$ cat src/rtl/pmrs_consts.svh
`ifndef PMRS_CONSTS_SVH
`define PMRS_CONSTS_SVH

// register indices; byte address is four times the index
`define PMRS_IDX_WAKE_REC 6'h0b
`define PMRS_IDX_EXTRA_WAKE 6'h0d
`define PMRS_IDX_STATUS 6'h10

// wake recovery register fields
`define PMRS_WR_DIV16 0
`define PMRS_WR_NODIV2 1
`define PMRS_WR_SRC_LO 2
`define PMRS_WR_SRC_HI 4
`define PMRS_WR_DELAY 5
`define PMRS_WR_LEVEL 6
`define PMRS_WR_WARM 7
`define PMRS_WR_RESET 7'h20
`define PMRS_EX_RESET 2'h0

// wake source codes
`define PMRS_SRC_NONE 3'h0
`define PMRS_SRC_RSVD 3'h1
`define PMRS_SRC_P31 3'h2
`define PMRS_SRC_P32 3'h3
`define PMRS_SRC_P33 3'h4
`define PMRS_SRC_P27 3'h5
`define PMRS_SRC_NOR4 3'h6
`define PMRS_SRC_NOR8 3'h7
`define PMRS_EX_OFF 2'h0
`define PMRS_EX_AND4 2'h1
`define PMRS_EX_AND8 2'h2

// opcodes watched on the fetch stream
`define PMRS_OP_NOP 8'hff
`define PMRS_OP_SLEEP 8'h6f
`define PMRS_OP_IDLE 8'h7f
`define PMRS_RESTART_ADDR 16'h000c

// timing: reset delay time and clock rate
`define PMRS_CLK_MHZ 200
`define PMRS_TPOR_US 25
`define PMRS_DIV16_LAST 4'hf

`endif

$ cat src/rtl/pmrs_pkg.sv
package pmrs_pkg;

  typedef enum logic [1:0] {
    PMRS_DELAY,
    PMRS_RUN,
    PMRS_IDLE,
    PMRS_SLEEP
  } pmrs_state_t;

  // wake-capable pins
  typedef struct packed {
    logic [3:1] port3;
    logic [7:0] port2;
  } pmrs_wake_pins_t;

  // clock gating view toward the core and oscillator
  typedef struct packed {
    logic cpuClkEn;
    logic timerClkEn;
    logic oscEnable;
    logic holdExec;
  } pmrs_clk_ctl_t;

endpackage : pmrs_pkg

$ cat src/rtl/pmrs_clk_div.sv
`timescale 1ns/10ps
`include "pmrs_consts.svh"

module pmrs_clk_div (
  input wire logic core_clk,
  input wire logic rst_b,
  input wire logic run,
  input wire logic noDiv2,
  input wire logic div16,
  output logic tick
);

  logic halfPhase;
  logic [3:0] preCount;
  logic baseTick;

  // divide-by-two unless bypassed
  assign baseTick = run & (noDiv2 | halfPhase);

  // half-rate phase toggle
  always_ff @(posedge core_clk) begin
    if (!rst_b || !run) begin
      halfPhase <= 1'b0;
    end else begin
      halfPhase <= ~halfPhase;
    end
  end

  // divide-by-16 prescaler on the base rate
  always_ff @(posedge core_clk) begin
    if (!rst_b || !run) begin
      preCount <= 4'h0;
    end else if (baseTick) begin
      preCount <= preCount + 4'h1;
    end
  end

  assign tick = div16 ? (baseTick && preCount == `PMRS_DIV16_LAST) : baseTick;

endmodule : pmrs_clk_div

$ cat src/rtl/pmrs_wake_sel.sv
`timescale 1ns/10ps
`include "pmrs_consts.svh"

module pmrs_wake_sel (
  input pmrs_pkg::pmrs_wake_pins_t pins,
  input wire logic [2:0] source,
  input wire logic [1:0] extraSource,
  input wire logic levelHigh,
  output logic wakeRaw
);

  logic selected;
  logic valid;

  // pure gates: no clock runs while the oscillator is stopped
  always_comb begin
    selected = 1'b0;
    valid = 1'b1;
    case (source)
      `PMRS_SRC_P31: selected = pins.port3[1];
      `PMRS_SRC_P32: selected = pins.port3[2];
      `PMRS_SRC_P33: selected = pins.port3[3];
      `PMRS_SRC_P27: selected = pins.port2[7];
      `PMRS_SRC_NOR4: selected = ~|pins.port2[3:0];
      `PMRS_SRC_NOR8: selected = ~|pins.port2;
      default: valid = 1'b0;
    endcase
    // second register sources apply only when the first selects none or the reserved code
    if (!valid) begin
      valid = 1'b1;
      case (extraSource)
        `PMRS_EX_AND4: selected = &pins.port2[3:0];
        `PMRS_EX_AND8: selected = &pins.port2;
        default: valid = 1'b0;
      endcase
    end
  end

  // level compare against the chosen polarity
  assign wakeRaw = valid & (selected == levelHigh);

endmodule : pmrs_wake_sel

$ cat src/rtl/pmrs_sequencer.sv
// Implementation choice: the APB register port.
`timescale 1ns/10ps
`include "pmrs_consts.svh"

module pmrs_sequencer #(
  parameter int PorDelayCycles = `PMRS_TPOR_US * `PMRS_CLK_MHZ,
  parameter int DelayWidth = 16
) (
  input wire logic core_clk,
  input wire logic rst_b,
  input wire logic psel,
  input wire logic penable,
  input wire logic pwrite,
  input wire logic [7:0] paddr,
  input wire logic [31:0] pwdata,
  output logic [31:0] prdata,
  output logic pready,
  output logic pslverr,
  input wire logic powerGood,
  input wire logic watchdogTimeout,
  input wire logic rcTick,
  input wire logic delayUseCrystal,
  input wire logic [7:0] opcode,
  input wire logic opcodeValid,
  input wire logic intServiced,
  input pmrs_pkg::pmrs_wake_pins_t wakePins,
  output pmrs_pkg::pmrs_clk_ctl_t clkCtl,
  output logic restartPulse,
  output logic [15:0] restartAddr,
  output logic [1:0] seqState
);

  localparam logic [DelayWidth-1:0] DelayLast = DelayWidth'(PorDelayCycles - 1);

  pmrs_pkg::pmrs_state_t state;
  pmrs_pkg::pmrs_state_t next_state;
  logic [6:0] wakeRec;
  logic [1:0] extraWake;
  logic warm;
  logic [DelayWidth-1:0] delayCount;
  logic delayTick;
  logic delayDone;
  logic powerGoodSeen;
  logic powerOn;
  logic nopSeen;
  logic wakeRaw;
  logic wakeMeta;
  logic wakeSync;
  logic wakeEvent;
  logic wdtEvent;
  logic enterSleep;
  logic enterIdle;
  logic tick;
  logic clocksRun;
  logic apbWrite;
  logic apbRead;
  logic [5:0] regIdx;
  logic addrHit;

  // bus decode; word addressing only
  assign regIdx = paddr[7:2];
  assign addrHit = (regIdx == `PMRS_IDX_WAKE_REC) || (regIdx == `PMRS_IDX_EXTRA_WAKE) ||
                   (regIdx == `PMRS_IDX_STATUS);
  assign apbWrite = psel & penable & pwrite & addrHit;
  assign apbRead = psel & penable & ~pwrite;
  assign pready = 1'b1;
  assign pslverr = psel & penable & ~addrHit;

  // power-fail to power-good edge detect
  always_ff @(posedge core_clk) begin
    if (!rst_b) begin
      powerGoodSeen <= 1'b0;
    end else begin
      powerGoodSeen <= powerGood;
    end
  end

  assign powerOn = powerGood & ~powerGoodSeen;
  assign wdtEvent = watchdogTimeout & powerGood;

  // wake source decode, gates only
  pmrs_wake_sel u_wake_sel (
    .pins(wakePins),
    .source(wakeRec[`PMRS_WR_SRC_HI:`PMRS_WR_SRC_LO]),
    .extraSource(extraWake),
    .levelHigh(wakeRec[`PMRS_WR_LEVEL]),
    .wakeRaw(wakeRaw)
  );

  // two-flop synchroniser onto the restarted clock
  always_ff @(posedge core_clk) begin
    if (!rst_b) begin
      wakeMeta <= 1'b0;
      wakeSync <= 1'b0;
    end else begin
      wakeMeta <= wakeRaw;
      wakeSync <= wakeMeta;
    end
  end

  assign wakeEvent = (state == pmrs_pkg::PMRS_SLEEP) & wakeSync;

  // nop-then-sleep and nop-then-idle detection on the executed opcode stream
  always_ff @(posedge core_clk) begin
    if (!rst_b || state != pmrs_pkg::PMRS_RUN) begin
      nopSeen <= 1'b0;
    end else if (opcodeValid) begin
      nopSeen <= (opcode == `PMRS_OP_NOP);
    end
  end

  assign enterSleep = nopSeen & opcodeValid & (opcode == `PMRS_OP_SLEEP);
  assign enterIdle = nopSeen & opcodeValid & (opcode == `PMRS_OP_IDLE);

  // delay timer tick: crystal rate or rc oscillator pulse
  assign delayTick = delayUseCrystal ? 1'b1 : rcTick;
  assign delayDone = delayTick && (delayCount == DelayLast);

  // delay counter; restarts on each entry to the delay and on power loss, not on a watchdog timeout during the delay
  always_ff @(posedge core_clk) begin
    if (!rst_b || !powerGood) begin
      delayCount <= '0;
    end else if (state != pmrs_pkg::PMRS_DELAY || next_state != pmrs_pkg::PMRS_DELAY) begin
      delayCount <= '0;
    end else if (delayTick) begin
      delayCount <= delayCount + 1'b1;
    end
  end

  // sequencer next state
  always_comb begin
    next_state = state;
    case (state)
      pmrs_pkg::PMRS_DELAY: begin
        if (powerGood && delayDone) begin
          next_state = pmrs_pkg::PMRS_RUN;
        end
      end
      pmrs_pkg::PMRS_RUN: begin
        if (wdtEvent) begin
          next_state = pmrs_pkg::PMRS_DELAY;
        end else if (enterSleep) begin
          next_state = pmrs_pkg::PMRS_SLEEP;
        end else if (enterIdle) begin
          next_state = pmrs_pkg::PMRS_IDLE;
        end
      end
      pmrs_pkg::PMRS_IDLE: begin
        if (wdtEvent) begin
          next_state = pmrs_pkg::PMRS_DELAY;
        end else if (intServiced) begin
          next_state = pmrs_pkg::PMRS_RUN;
        end
      end
      pmrs_pkg::PMRS_SLEEP: begin
        if (wdtEvent) begin
          next_state = pmrs_pkg::PMRS_DELAY;
        end else if (wakeEvent && wakeRec[`PMRS_WR_DELAY]) begin
          next_state = pmrs_pkg::PMRS_DELAY;
        end else if (wakeEvent) begin
          next_state = pmrs_pkg::PMRS_RUN;
        end
      end
      default: next_state = pmrs_pkg::PMRS_DELAY;
    endcase
    // a power drop or power-on edge always forces the full delay
    if (!powerGood || powerOn) begin
      next_state = pmrs_pkg::PMRS_DELAY;
    end
  end

  // state register
  always_ff @(posedge core_clk) begin
    if (!rst_b) begin
      state <= pmrs_pkg::PMRS_DELAY;
    end else begin
      state <= next_state;
    end
  end

  // restart strobe: vector restart unless idle resumes by interrupt
  always_ff @(posedge core_clk) begin
    if (!rst_b) begin
      restartPulse <= 1'b0;
    end else begin
      restartPulse <= (next_state == pmrs_pkg::PMRS_RUN) &&
                      (state == pmrs_pkg::PMRS_DELAY || state == pmrs_pkg::PMRS_SLEEP);
    end
  end

  assign restartAddr = `PMRS_RESTART_ADDR;

  // warm-start flag: wake or watchdog out of sleep sets, power-on clears, set wins
  always_ff @(posedge core_clk) begin
    if (!rst_b) begin
      warm <= 1'b0;
    end else if (state == pmrs_pkg::PMRS_SLEEP && (wakeEvent || wdtEvent)) begin
      warm <= 1'b1;
    end else if (powerOn) begin
      warm <= 1'b0;
    end
  end

  // wake recovery register; divide-by-16 bit cleared by recoveries
  always_ff @(posedge core_clk) begin
    if (!rst_b) begin
      wakeRec <= `PMRS_WR_RESET;
    end else if (apbWrite && regIdx == `PMRS_IDX_WAKE_REC) begin
      wakeRec <= pwdata[6:0];
    end else if (powerOn || wdtEvent || (state == pmrs_pkg::PMRS_SLEEP && wakeEvent)) begin
      wakeRec[`PMRS_WR_DIV16] <= 1'b0;
    end
  end

  // extra wake source register, write only
  always_ff @(posedge core_clk) begin
    if (!rst_b) begin
      extraWake <= `PMRS_EX_RESET;
    end else if (apbWrite && regIdx == `PMRS_IDX_EXTRA_WAKE) begin
      extraWake <= pwdata[1:0];
    end
  end

  // read data: only the warm flag of the recovery register reads back
  always_ff @(posedge core_clk) begin
    if (!rst_b) begin
      prdata <= 32'h0;
    end else if (psel && !penable && !pwrite) begin
      case (regIdx)
        `PMRS_IDX_WAKE_REC: prdata <= {24'h0, warm, 7'h0};
        `PMRS_IDX_STATUS: prdata <= {28'h0, wakeSync, powerGood, state};
        default: prdata <= 32'h0;
      endcase
    end
  end

  // system and timer clock enables with divide options
  assign clocksRun = (state != pmrs_pkg::PMRS_SLEEP) && powerGood;

  pmrs_clk_div u_clk_div (
    .core_clk(core_clk),
    .rst_b(rst_b),
    .run(clocksRun),
    .noDiv2(wakeRec[`PMRS_WR_NODIV2]),
    .div16(wakeRec[`PMRS_WR_DIV16]),
    .tick(tick)
  );

  // gating outputs toward core, timers and oscillator
  always_comb begin
    clkCtl.timerClkEn = tick;
    clkCtl.cpuClkEn = tick && state == pmrs_pkg::PMRS_RUN;
    clkCtl.oscEnable = state != pmrs_pkg::PMRS_SLEEP;
    clkCtl.holdExec = state == pmrs_pkg::PMRS_DELAY;
  end

  assign seqState = state;

  // unused bus bits kept quiet
  logic unusedBits;
  assign unusedBits = ^{pwdata[31:7], apbRead, paddr[1:0]};

endmodule : pmrs_sequencer

$ cat config.mk
export PLATFORM = sky130hd
export DESIGN_NAME = pmrs_sequencer
export DESIGN_NICKNAME = d
export VERILOG_FILES = /design/src/rtl/pmrs_pkg.sv /design/src/rtl/pmrs_clk_div.sv /design/src/rtl/pmrs_wake_sel.sv /design/src/rtl/pmrs_sequencer.sv
export VERILOG_INCLUDE_DIRS = /design/src /design/src/rtl
export SDC_FILE = /design/constraint.sdc
export NUM_CORES = 1
export LEC_CHECK = 0
export ABC_AREA = 1
export BUFFER_PORTS_ARGS = -buffer_cell sky130_fd_sc_hd__buf_2
export CAP_MARGIN = 20
export CORE_ASPECT_RATIO = 1.4
export CORE_MARGIN = 2
export CORE_UTILIZATION = 45
export DETAILED_ROUTE_END_ITERATION = 10
export GPL_ROUTABILITY_DRIVEN = 0
export PLACE_DENSITY = 0.77
export SYNTH_ARGS = -nofsm -noshare
export SYNTH_HDL_FRONTEND = slang
export SYNTH_SLANG_ARGS = --single-unit
$ cat constraint.sdc
create_clock -name core_clk -period 2 [get_ports core_clk]
set_clock_uncertainty 0.2 [all_clocks]
set_input_delay 0.5 -clock core_clk [delete_from_list [all_inputs] [get_ports core_clk]]
set_output_delay 0.5 -clock core_clk [all_outputs]
set_load 0.02 [all_outputs]
==> results of run 1 <==
worst max-delay path, cell delays in order, from the launching register on:
cell,delay [ns]
dfxtp_2,0.34
ha_2,0.17
inv_2,0.04
o31ai_2,0.17
nand2_1,0.13
nor2_2,0.11
buf_6,0.12
registers in the layout, summed over array words and instances, names as in the netlist, 2 cells and up:
name,flops
u_clk_div.preCount,4
prdata,5
extraWake,2
seqState,2
delayCount,16
wakeRec,7
power breakdown:
part	internal [mW]	total, mW	switching, mW
Combinational	0.0770	0.246	0.169
Clock	0.499	0.791	0.292
Sequential	0.864	0.869	0.00556
Total	1.44	1.91	0.466
metal layers:
metal  up-vias  share of wire [%]  global-route usage, %
met5         -                  0                      0
met4         0               0.59                   3.92
met3         4                4.5                   3.10
met2        62                 56                   31.8
met1      1188                 39                   16.4
li1       1335                  -                      -
final cells by class:
cell class / instances / area [um2]
Tap cell: 72 / 90.1
Sequential cell: 43 / 868
Fill cell: 615 / 2830
Clock inverter: 2 / 60.1
Clock buffer: 6 / 72.6
Multi-Input combinational cell: 301 / 1590
Timing Repair Buffer: 72 / 443
Inverter: 59 / 221
worst paths after layout:
check | slack, ns | cells past startpoint | startpoint | to
max reg2reg | 0.13 | 9 | delayCount[0] | delayCount[1]
min | 0.22 | 3 | pwdata[5] | wakeRec[5]
max | -0.06 | 6 | u_clk_div.preCount[0] | clkCtl[3]
min reg2reg | 0.23 | 2 | wakeMeta | wakeSync
timing repair:
item	4_1_cts	5_1_grt
endpoints found under the hold margin	0	0
endpoints found under the setup margin	4	6
setup buffers	1	3
resized for setup	7	17
pin swaps	1	5
cells in the final DEF, fill, tap and decap left out, drive strengths merged, types with 12 or more instances in the layout:
| master | n |
|---|---|
| nand3 | 23 |
| nor3 | 12 |
| buf | 72 |
| conb | 44 |
| nand2 | 80 |
| nor2 | 67 |
| o21ai | 15 |
| dfxtp | 43 |
| a21oi | 18 |
| inv | 59 |
metrics by stage:
stage	setup TNS [ns]	util (%)	total power [mW]	instances	area [um2]
final	-0.0870	54.2	1.91	555	3340
after global routing	-0.250	54.2	1.99	555	3340
after CTS	-0.131	53.0	1.92	552	3270
after detailed placement	0	50.5	1.13	543	3120
after global placement	0	50.5	1.12	543	3120
after floorplan	0	-	1.11	450	2990
kinds of logic after synthesis:
group / Yosys count
AO/OA/AOI/OAI: 39
XOR/XNOR: 12
adder cells (fa/ha/maj): 8
buffers and inverters: 106
flip-flops: 43
multiplexers: 1
other: 2
AND/OR/NAND/NOR: 197
==> run metrics, run 1 <==
status finished with violations; failing checks setup timing; Hold Vio Cnt, Final 0; top-count cell post-synth nand2_1; Seq/Total Area, Yosys between 30% and 40%; row cnt 34; area share of fa/ha/maj cells after synthesis about 3.5%; Crit Path Category flip-flop to output port; ranking of synthesized cells by area dfxtp_1, buf_4, nand2_1; first-pass iteration count of the detailed router 4; cell leakage power between 1.5 and 2 nW; share of cells above drive strength 1 25.3%; number of hold buffers added after CTS 0; first-pass GRT wire length 9230 um; RSZ-0062 raised after global routing true; compound-gate portion of the synthesized area 7.56%; root buffer cell clkbuf_8; Clock transition at path regs 0.08 ns; Slew Viols, Final 0; flip-flop and latch count after synthesis 43; Max Cap Viol 0; synth-to-layout area growth 18.1%; ys flop type dfxtp_1; HP Class input port to flip-flop; min Tclk post-route 2.06 ns; DR WL/cell slightly above 10 um; worst vdd ir 0.307 mV; Worst-Skew Late Latency just under 0.3 ns; multiplexer share of the synthesized area 0.354%; largest family of logic cells by synthesized area simple AND/OR/NAND/NOR gates; antenna violations before repair 0; cell count after synthesis 408; Via density 4.66; Max Fclk 484 MHz; DRT antenna net count 0; Critical Path RT 1.30 ns; Die Y 97.8 um; period utilization 103%; Residual DRC 0; TritonCTS Buffers 5; Diodes inserted 0; clock tree sinks 43; pre-CTS setup slack 0.00199 ns; die area a little under 0.007 mm2; warnings from Yosys 0; vias in the first global route 2348; simple-gate area share of the yosys netlist 33.6%; Bufs on Longest Clock Path 2; post-synthesis xor/xnor area fraction between 3 and 4%; ys async rst share 0%; GR Overflow Total 0; post-synth top area share 30.4%; CTS H-tree depth 2; PD cells 570 mW/mm2; initial core utilization 45.9%; Iteration-0 DRC Markers 84; Crit. End Element output port; CP startpoint kind flip-flop; CP max FO 2; worst hold-check slack 0.221 ns; vias 2589; Worst EP arrival 1.36 ns; I/O pin total 127; top cells by count, synth nand2_1, inv_1, nor2_1, buf_4, dfxtp_1; Total Wirelength 5750 um; Final nets 560; core area 0.00617 mm2; CTS tree built; synth unique cells 34; gr usage total between 15 and 20%; synthesized area about 0.0028 mm2; largest net degree at the start of global routing 14; Final setup viols 2; Die Width 71.0 um; Synth Area per Inst 6.94 um2; post-DP HPWL ~4600 um; PortBufs 55; Post-synth EDFFs 0; setup ws final -0.0642 ns; cell taking the most area after synthesis dfxtp_1
Power figures use the tool's default switching activity.
==> run 2, diff against run 1 <==
--- a/config.mk
+++ b/config.mk
@@ -11,10 +11,10 @@
 export CAP_MARGIN = 20
 export CORE_ASPECT_RATIO = 1.4
 export CORE_MARGIN = 2
-export CORE_UTILIZATION = 45
+export CORE_UTILIZATION = 48
 export DETAILED_ROUTE_END_ITERATION = 10
 export GPL_ROUTABILITY_DRIVEN = 0
-export PLACE_DENSITY = 0.77
+export PLACE_DENSITY = 0.81
 export SYNTH_ARGS = -nofsm -noshare
 export SYNTH_HDL_FRONTEND = slang
 export SYNTH_SLANG_ARGS = --single-unit
==> run 2 against run 1 <==
  * The flow still finishes with violations (setup timing)
  * Worst hold slack lost 0.0013 ns
  * Routed wire length increased by 5.6%
  * Non-clock buffer count is the same
  * Count of clock-buffer cells in the layout fell by 1
  * Register-to-register slack got worse by 0.06 ns
  * Final cell count down 0.36%
  * Design area decreased by 0.11%
  * Via count rose by 1.0%
  * Critical endpoint unchanged
  * Largest power group unchanged
==> run metrics, run 2 (same netlist as run 1, synthesis figures left out) <==
worst hold-check slack 0.219 ns (was 0.221 ns); status finished with violations (unchanged); Crit Path Category flip-flop to output port (unchanged); commonest non-fill, non-tap cell in the layout nand2_1 (unchanged); design area 0.00334 mm2 (about the same); HP Class input port to flip-flop (unchanged); initial core utilization 49.0% (was 45.9%); die area 0.00654 mm2 (was 0.00695 mm2); CTS H-tree depth 2 (unchanged); setup ws final -0.0778 ns (was -0.0642 ns); Total Wirelength 6070 um (was 5750 um); slew margin rel. between 60% and 70%; Max Cap Viol 0 (unchanged); total chip power 1.80 mW (was 1.91 mW); synth-to-layout area growth 18.0% (was 18.1%); Via density 4.73 (was 4.66); Worst EP arrival 1.38 ns (was 1.36 ns); Max Fclk 481 MHz (was 484 MHz); DR WL/cell 11.0 um (was 10.4 um); share of cells above drive strength 1 25.3% (unchanged); setup TNS -0.0872 ns (was -0.0870 ns); core area 0.00578 mm2 (was 0.00617 mm2); Diodes inserted 0 (unchanged); Bufs on Longest Clock Path 2 (unchanged); Final setup viols 2 (unchanged); row cnt 33 (was 34); root buffer cell clkbuf_8 (unchanged); post-DP HPWL 4580 um (was 4620 um); Iteration-0 DRC Markers 177 (was 84); PortBufs 55 (unchanged); Die Y 94.9 um (was 97.8 um); min Tclk post-route 2.08 ns (was 2.06 ns); vias in the first global route 2374 (was 2348); worst vdd ir 0.366 mV (was 0.307 mV); failing checks setup timing (unchanged); GR Overflow Total 0 (unchanged); FF+latch area 866 um2 (was 868 um2); I/O pin total 127 (unchanged); max FFs per register 16 (unchanged); Critical Path RT 1.30 ns (about the same); cell leakage power 1.52 nW (was 1.53 nW); fillcell total 533 (was 615); Final nets 560 (unchanged); DRT antenna net count 0 (unchanged); Hold Vio Cnt, Final 0 (unchanged); Area after DPL 0.00308 mm2 (was 0.00312 mm2); CTS tree built (unchanged); pre-CTS setup slack -0.0538 ns (was 0.00199 ns); RSZ-0062 raised after global routing true (unchanged); most frequent cells in the layout nand2_1, inv_1, buf_2, nor2_1, conb_1 (unchanged); Multi-input gate area 0.00161 mm2 (was 0.00159 mm2); gr usage total 18.6% (was 15.9%); vias 2616 (was 2589); largest registers delayCount (16), wakeRec (7), prdata (5) (unchanged); dpl cells 538 (was 543); first-pass iteration count of the detailed router 4 (unchanged); Crit. End Element output port (unchanged); antenna violations before repair 0 (unchanged); Residual DRC 0 (unchanged); number of hold buffers added after CTS 0 (unchanged); fin util 57.8% (was 54.2%); Worst-Margin Slew just over 0.5 ns; Slew Viols, Final 0 (unchanged); Reg2Reg Depth 9 (unchanged); Largest Register delayCount (unchanged); clock tree sinks 43 (unchanged); Clock transition at path regs 0.09 ns (was 0.08 ns); depth of the worst hold-timing path 3 (unchanged); TritonCTS Buffers 5 (unchanged); largest net degree at the start of global routing 15 (was 14); Worst-Skew Late Latency 0.29 ns (about the same); non-filler cells, final 553 (was 555); period utilization 104% (was 103%); CP max FO 6 (was 2); PD cells 538 mW/mm2 (was 570 mW/mm2); CP startpoint kind flip-flop (unchanged); first-pass GRT wire length 9470 um (was 9230 um); R2R setup slack 0.07 ns (was 0.13 ns); Die Width 68.9 um (was 71.0 um)
==> run 2: layout make-up <==
cell class,count,share of cell area (%)
Sequential cell,43,25.9
Clock buffer,5,2.06
Multi-Input combinational cell,301,48.1
Timing Repair Buffer,72,13.2
Clock inverter,3,1.31
Inverter,59,6.78
Tap cell,70,2.62
==> run 2: per-layer routing <==
layer | track usage (%) | share of wire (%) | up-vias
li1 | - | - | 1338
met1 | 17.8 | 38 | 1207
met2 | 38.0 | 57 | 67
met3 | 2.98 | 4.3 | 4
met4 | 6.05 | 0.69 | 0
met5 | 0 | 0 | -
==> run 2: path summary, 6_finish.rpt <==
path | startpoint | end
min | pwdata[5] | wakeRec[5]
max reg2reg | delayCount[0] | delayCount[2]
max | seqState[0] | clkCtl[3]
min reg2reg | u_clk_div.halfPhase | u_clk_div.halfPhase
==> run 2: power breakdown <==
group          leakage, nW  switching [mW]  internal (mW)
combinational         1.11           0.175         0.0767
clock               0.0581           0.302          0.372
sequential           0.350         0.00605          0.865
==> run 2: timing repair <==
action                                 in CTS  in global routing
resized for setup                          15                 14
pin swaps                                   2                  7
buffers inserted                            3                  4
setup endpoints to repair                   5                 20
endpoints found under the hold margin       0                  0
==> run 2: critical path: stages, from the launching register on <==
cell     delay, ns
dfxtp_2       0.37
ha_4          0.19
nor2_2        0.13
nand2_1       0.12
nor2_2        0.14
buf_6         0.12
==> run 3, diff against run 2 <==
==> constraint.sdc (replaced) <==
create_clock -name core_clk -period 2 [get_ports core_clk]
set_clock_uncertainty 0.2 [all_clocks]
set_input_delay 0.1 -clock core_clk [delete_from_list [all_inputs] [get_ports core_clk]]
set_output_delay 0.1 -clock core_clk [all_outputs]
set_load 0.02 [all_outputs]
==> run 3 against run 2 <==
  * The run now ends clean
  * Sequential share of layout area is 0.17 points higher
  * Flip-flop and latch count unchanged
  * Worst hold slack lost 0.21 ns
  * Worst setup slack better by 0.19 ns
  * Final cell count up 0.36%
  * Critical endpoint unchanged
==> run metrics, run 3 (same netlist as run 1, synthesis figures left out) <==
Diodes inserted 0 (unchanged); slew margin rel. 62.3% (was 66.4%); Die Y 94.9 um (unchanged); Final setup viols 0 (was 2); slowest CP cell dlygate4sd3_1 (was dfxtp_2); GR Overflow Total 0 (unchanged); row cnt 33 (unchanged); CP max FO 7 (was 6); RSZ-0062 raised after global routing true (unchanged); Max Fclk 530 MHz (was 481 MHz); gr usage total 18.2% (was 18.6%); TritonCTS Buffers 5 (unchanged); Max Cap Viol 0 (unchanged); fillcell total 534 (was 533); DRT antenna net count 0 (unchanged); first-pass iteration count of the detailed router 4 (unchanged); root buffer cell clkbuf_8 (unchanged); CTS H-tree depth 2 (unchanged); vias in the first global route 2369 (was 2374); Via density 4.63 (was 4.73); Critical Path RT 1.70 ns (was 1.30 ns); Worst-Skew Late Latency 0.30 ns (was 0.29 ns); cell leakage power 1.51 nW (was 1.52 nW); vias 2567 (was 2616); core area 0.00578 mm2 (unchanged); Bufs on Longest Clock Path 2 (unchanged); post-CTS setup buffer count 0 (was 3); min Tclk post-route 1.89 ns (was 2.08 ns); PD cells 540 mW/mm2 (was 538 mW/mm2); Clock transition at path regs 0.08 ns (was 0.09 ns); DR WL/cell 10.2 um (was 11.0 um); period utilization 94.3% (was 104%); Slew Viols, Final 0 (unchanged); Residual DRC 0 (unchanged); share of cells above drive strength 1 20.2% (was 25.3%); worst vdd ir 0.369 mV (was 0.366 mV); antenna violations before repair 0 (unchanged); max FFs per register 16 (unchanged); Largest Register delayCount (unchanged); PortBufs 55 (unchanged); Crit Path Category input port to output port (was flip-flop to output port); worst hold-check slack 0.00912 ns (was 0.219 ns); initial core utilization 49.0% (unchanged); Multi-input gate area 0.00155 mm2 (was 0.00161 mm2); clock tree sinks 43 (unchanged); post-DP HPWL 4400 um (was 4580 um); largest net degree at the start of global routing 15 (unchanged); Final nets 562 (was 560); HP Class input port to flip-flop (unchanged); first-pass GRT wire length 9190 um (was 9470 um); commonest non-fill, non-tap cell in the layout nand2_1 (unchanged); Iteration-0 DRC Markers 112 (was 177); largest registers delayCount (16), wakeRec (7), prdata (5) (unchanged); FF+latch area 862 um2 (was 866 um2); CTS tree built (unchanged); status finished clean (was finished with violations); fin util 57.1% (was 57.8%); critical-path cell list dlygate4sd3_1, buf_2, o21ai_0, nor2_1, nand2_1, nor2_1, buf_2 (was ha_4, nor2_2, nand2_1, nor2_2, buf_6); max incr delay on CP 0.52 ns (was 0.37 ns); setup TNS 0 ns (was -0.0872 ns); die area 0.00654 mm2 (unchanged); synth-to-layout area growth 16.7% (was 18.0%); dpl cells 535 (was 538); Worst EP arrival 1.59 ns (was 1.38 ns); Die Width 68.9 um (unchanged); non-filler cells, final 555 (was 553); Total Wirelength 5680 um (was 6070 um); Hold Vio Cnt, Final 0 (unchanged); most frequent cells in the layout nand2_1, inv_1, buf_2, nor2_1, conb_1 (unchanged); CP startpoint kind input port (was flip-flop); I/O pin total 127 (unchanged); Crit. End Element output port (unchanged); R2R setup slack 0.11 ns (was 0.07 ns); Worst-Margin Slew 0.563 ns (was 0.503 ns)
## run 3: cell types whose count changed in the layout (fill, tap and decap cells not counted), moves of 3 or more
cell / change
nor2_1: +3
dlygate4sd3_1: +12
dfxtp_2: -3
dfxtp_1: +3
buf_2: +4
buf_4: -12
## run 3: cell type report
class                      count  area share, %
inverter                      59           6.70
timing repair buffer          74           14.3
clock inverter                 3           1.33
sequential                    43           26.1
tap                           70           2.65
clock buffer                   5           2.08
multi-input combinational    301           46.8
## run 3: power breakdown
part	total [mW]	switching, mW	internal (mW)
clock	0.668	0.297	0.372
sequential	0.870	0.00502	0.865
combinational	0.245	0.167	0.0780
## run 3: path summary, 6_finish.rpt
kind                          to                start  cells after the start
max                    clkCtl[3]            powerGood                      7
min                    prdata[7]              penable                      3
max reg2reg        delayCount[8]          seqState[0]                     12
min reg2reg  u_clk_div.halfPhase  u_clk_div.halfPhase                      1
## run 3: repair_timing
action / 4_1_cts / 5_1_grt
hold buffers: 12 / 0
resized for setup: 0 / 2
hold endpoints to repair: 18 / 0
setup endpoints to repair: 0 / 17
## run 3: metrics by stage
step,worst slack (ns),power (mW),instance area [um2]
final,0.115,1.78,3300
after floorplan,0.0202,1.11,2990
after global routing,-0.0632,1.87,3300
after global placement,0.0953,1.11,3070
after CTS,0.0147,1.80,3300
after detailed placement,0.0326,1.12,3070
## run 3: metal layers
metal  share of wire, %  up-vias  track usage, %
met1                 39     1156            17.6
met5                  0        -               0
met3                4.3       11            3.58
met2                 55       62            35.6
met4                1.9        0            7.19
li1                   -     1338               -
## run 3: worst max-delay path, delay by kind of cell
| kind | cells | cell delay, ns |
|---|---|---|
| AOI/OAI and AO/OA | 1 | 0.14 |
| buffers and inverters | 3 | 0.87 |
| and+or+nand+nor | 3 | 0.46 |
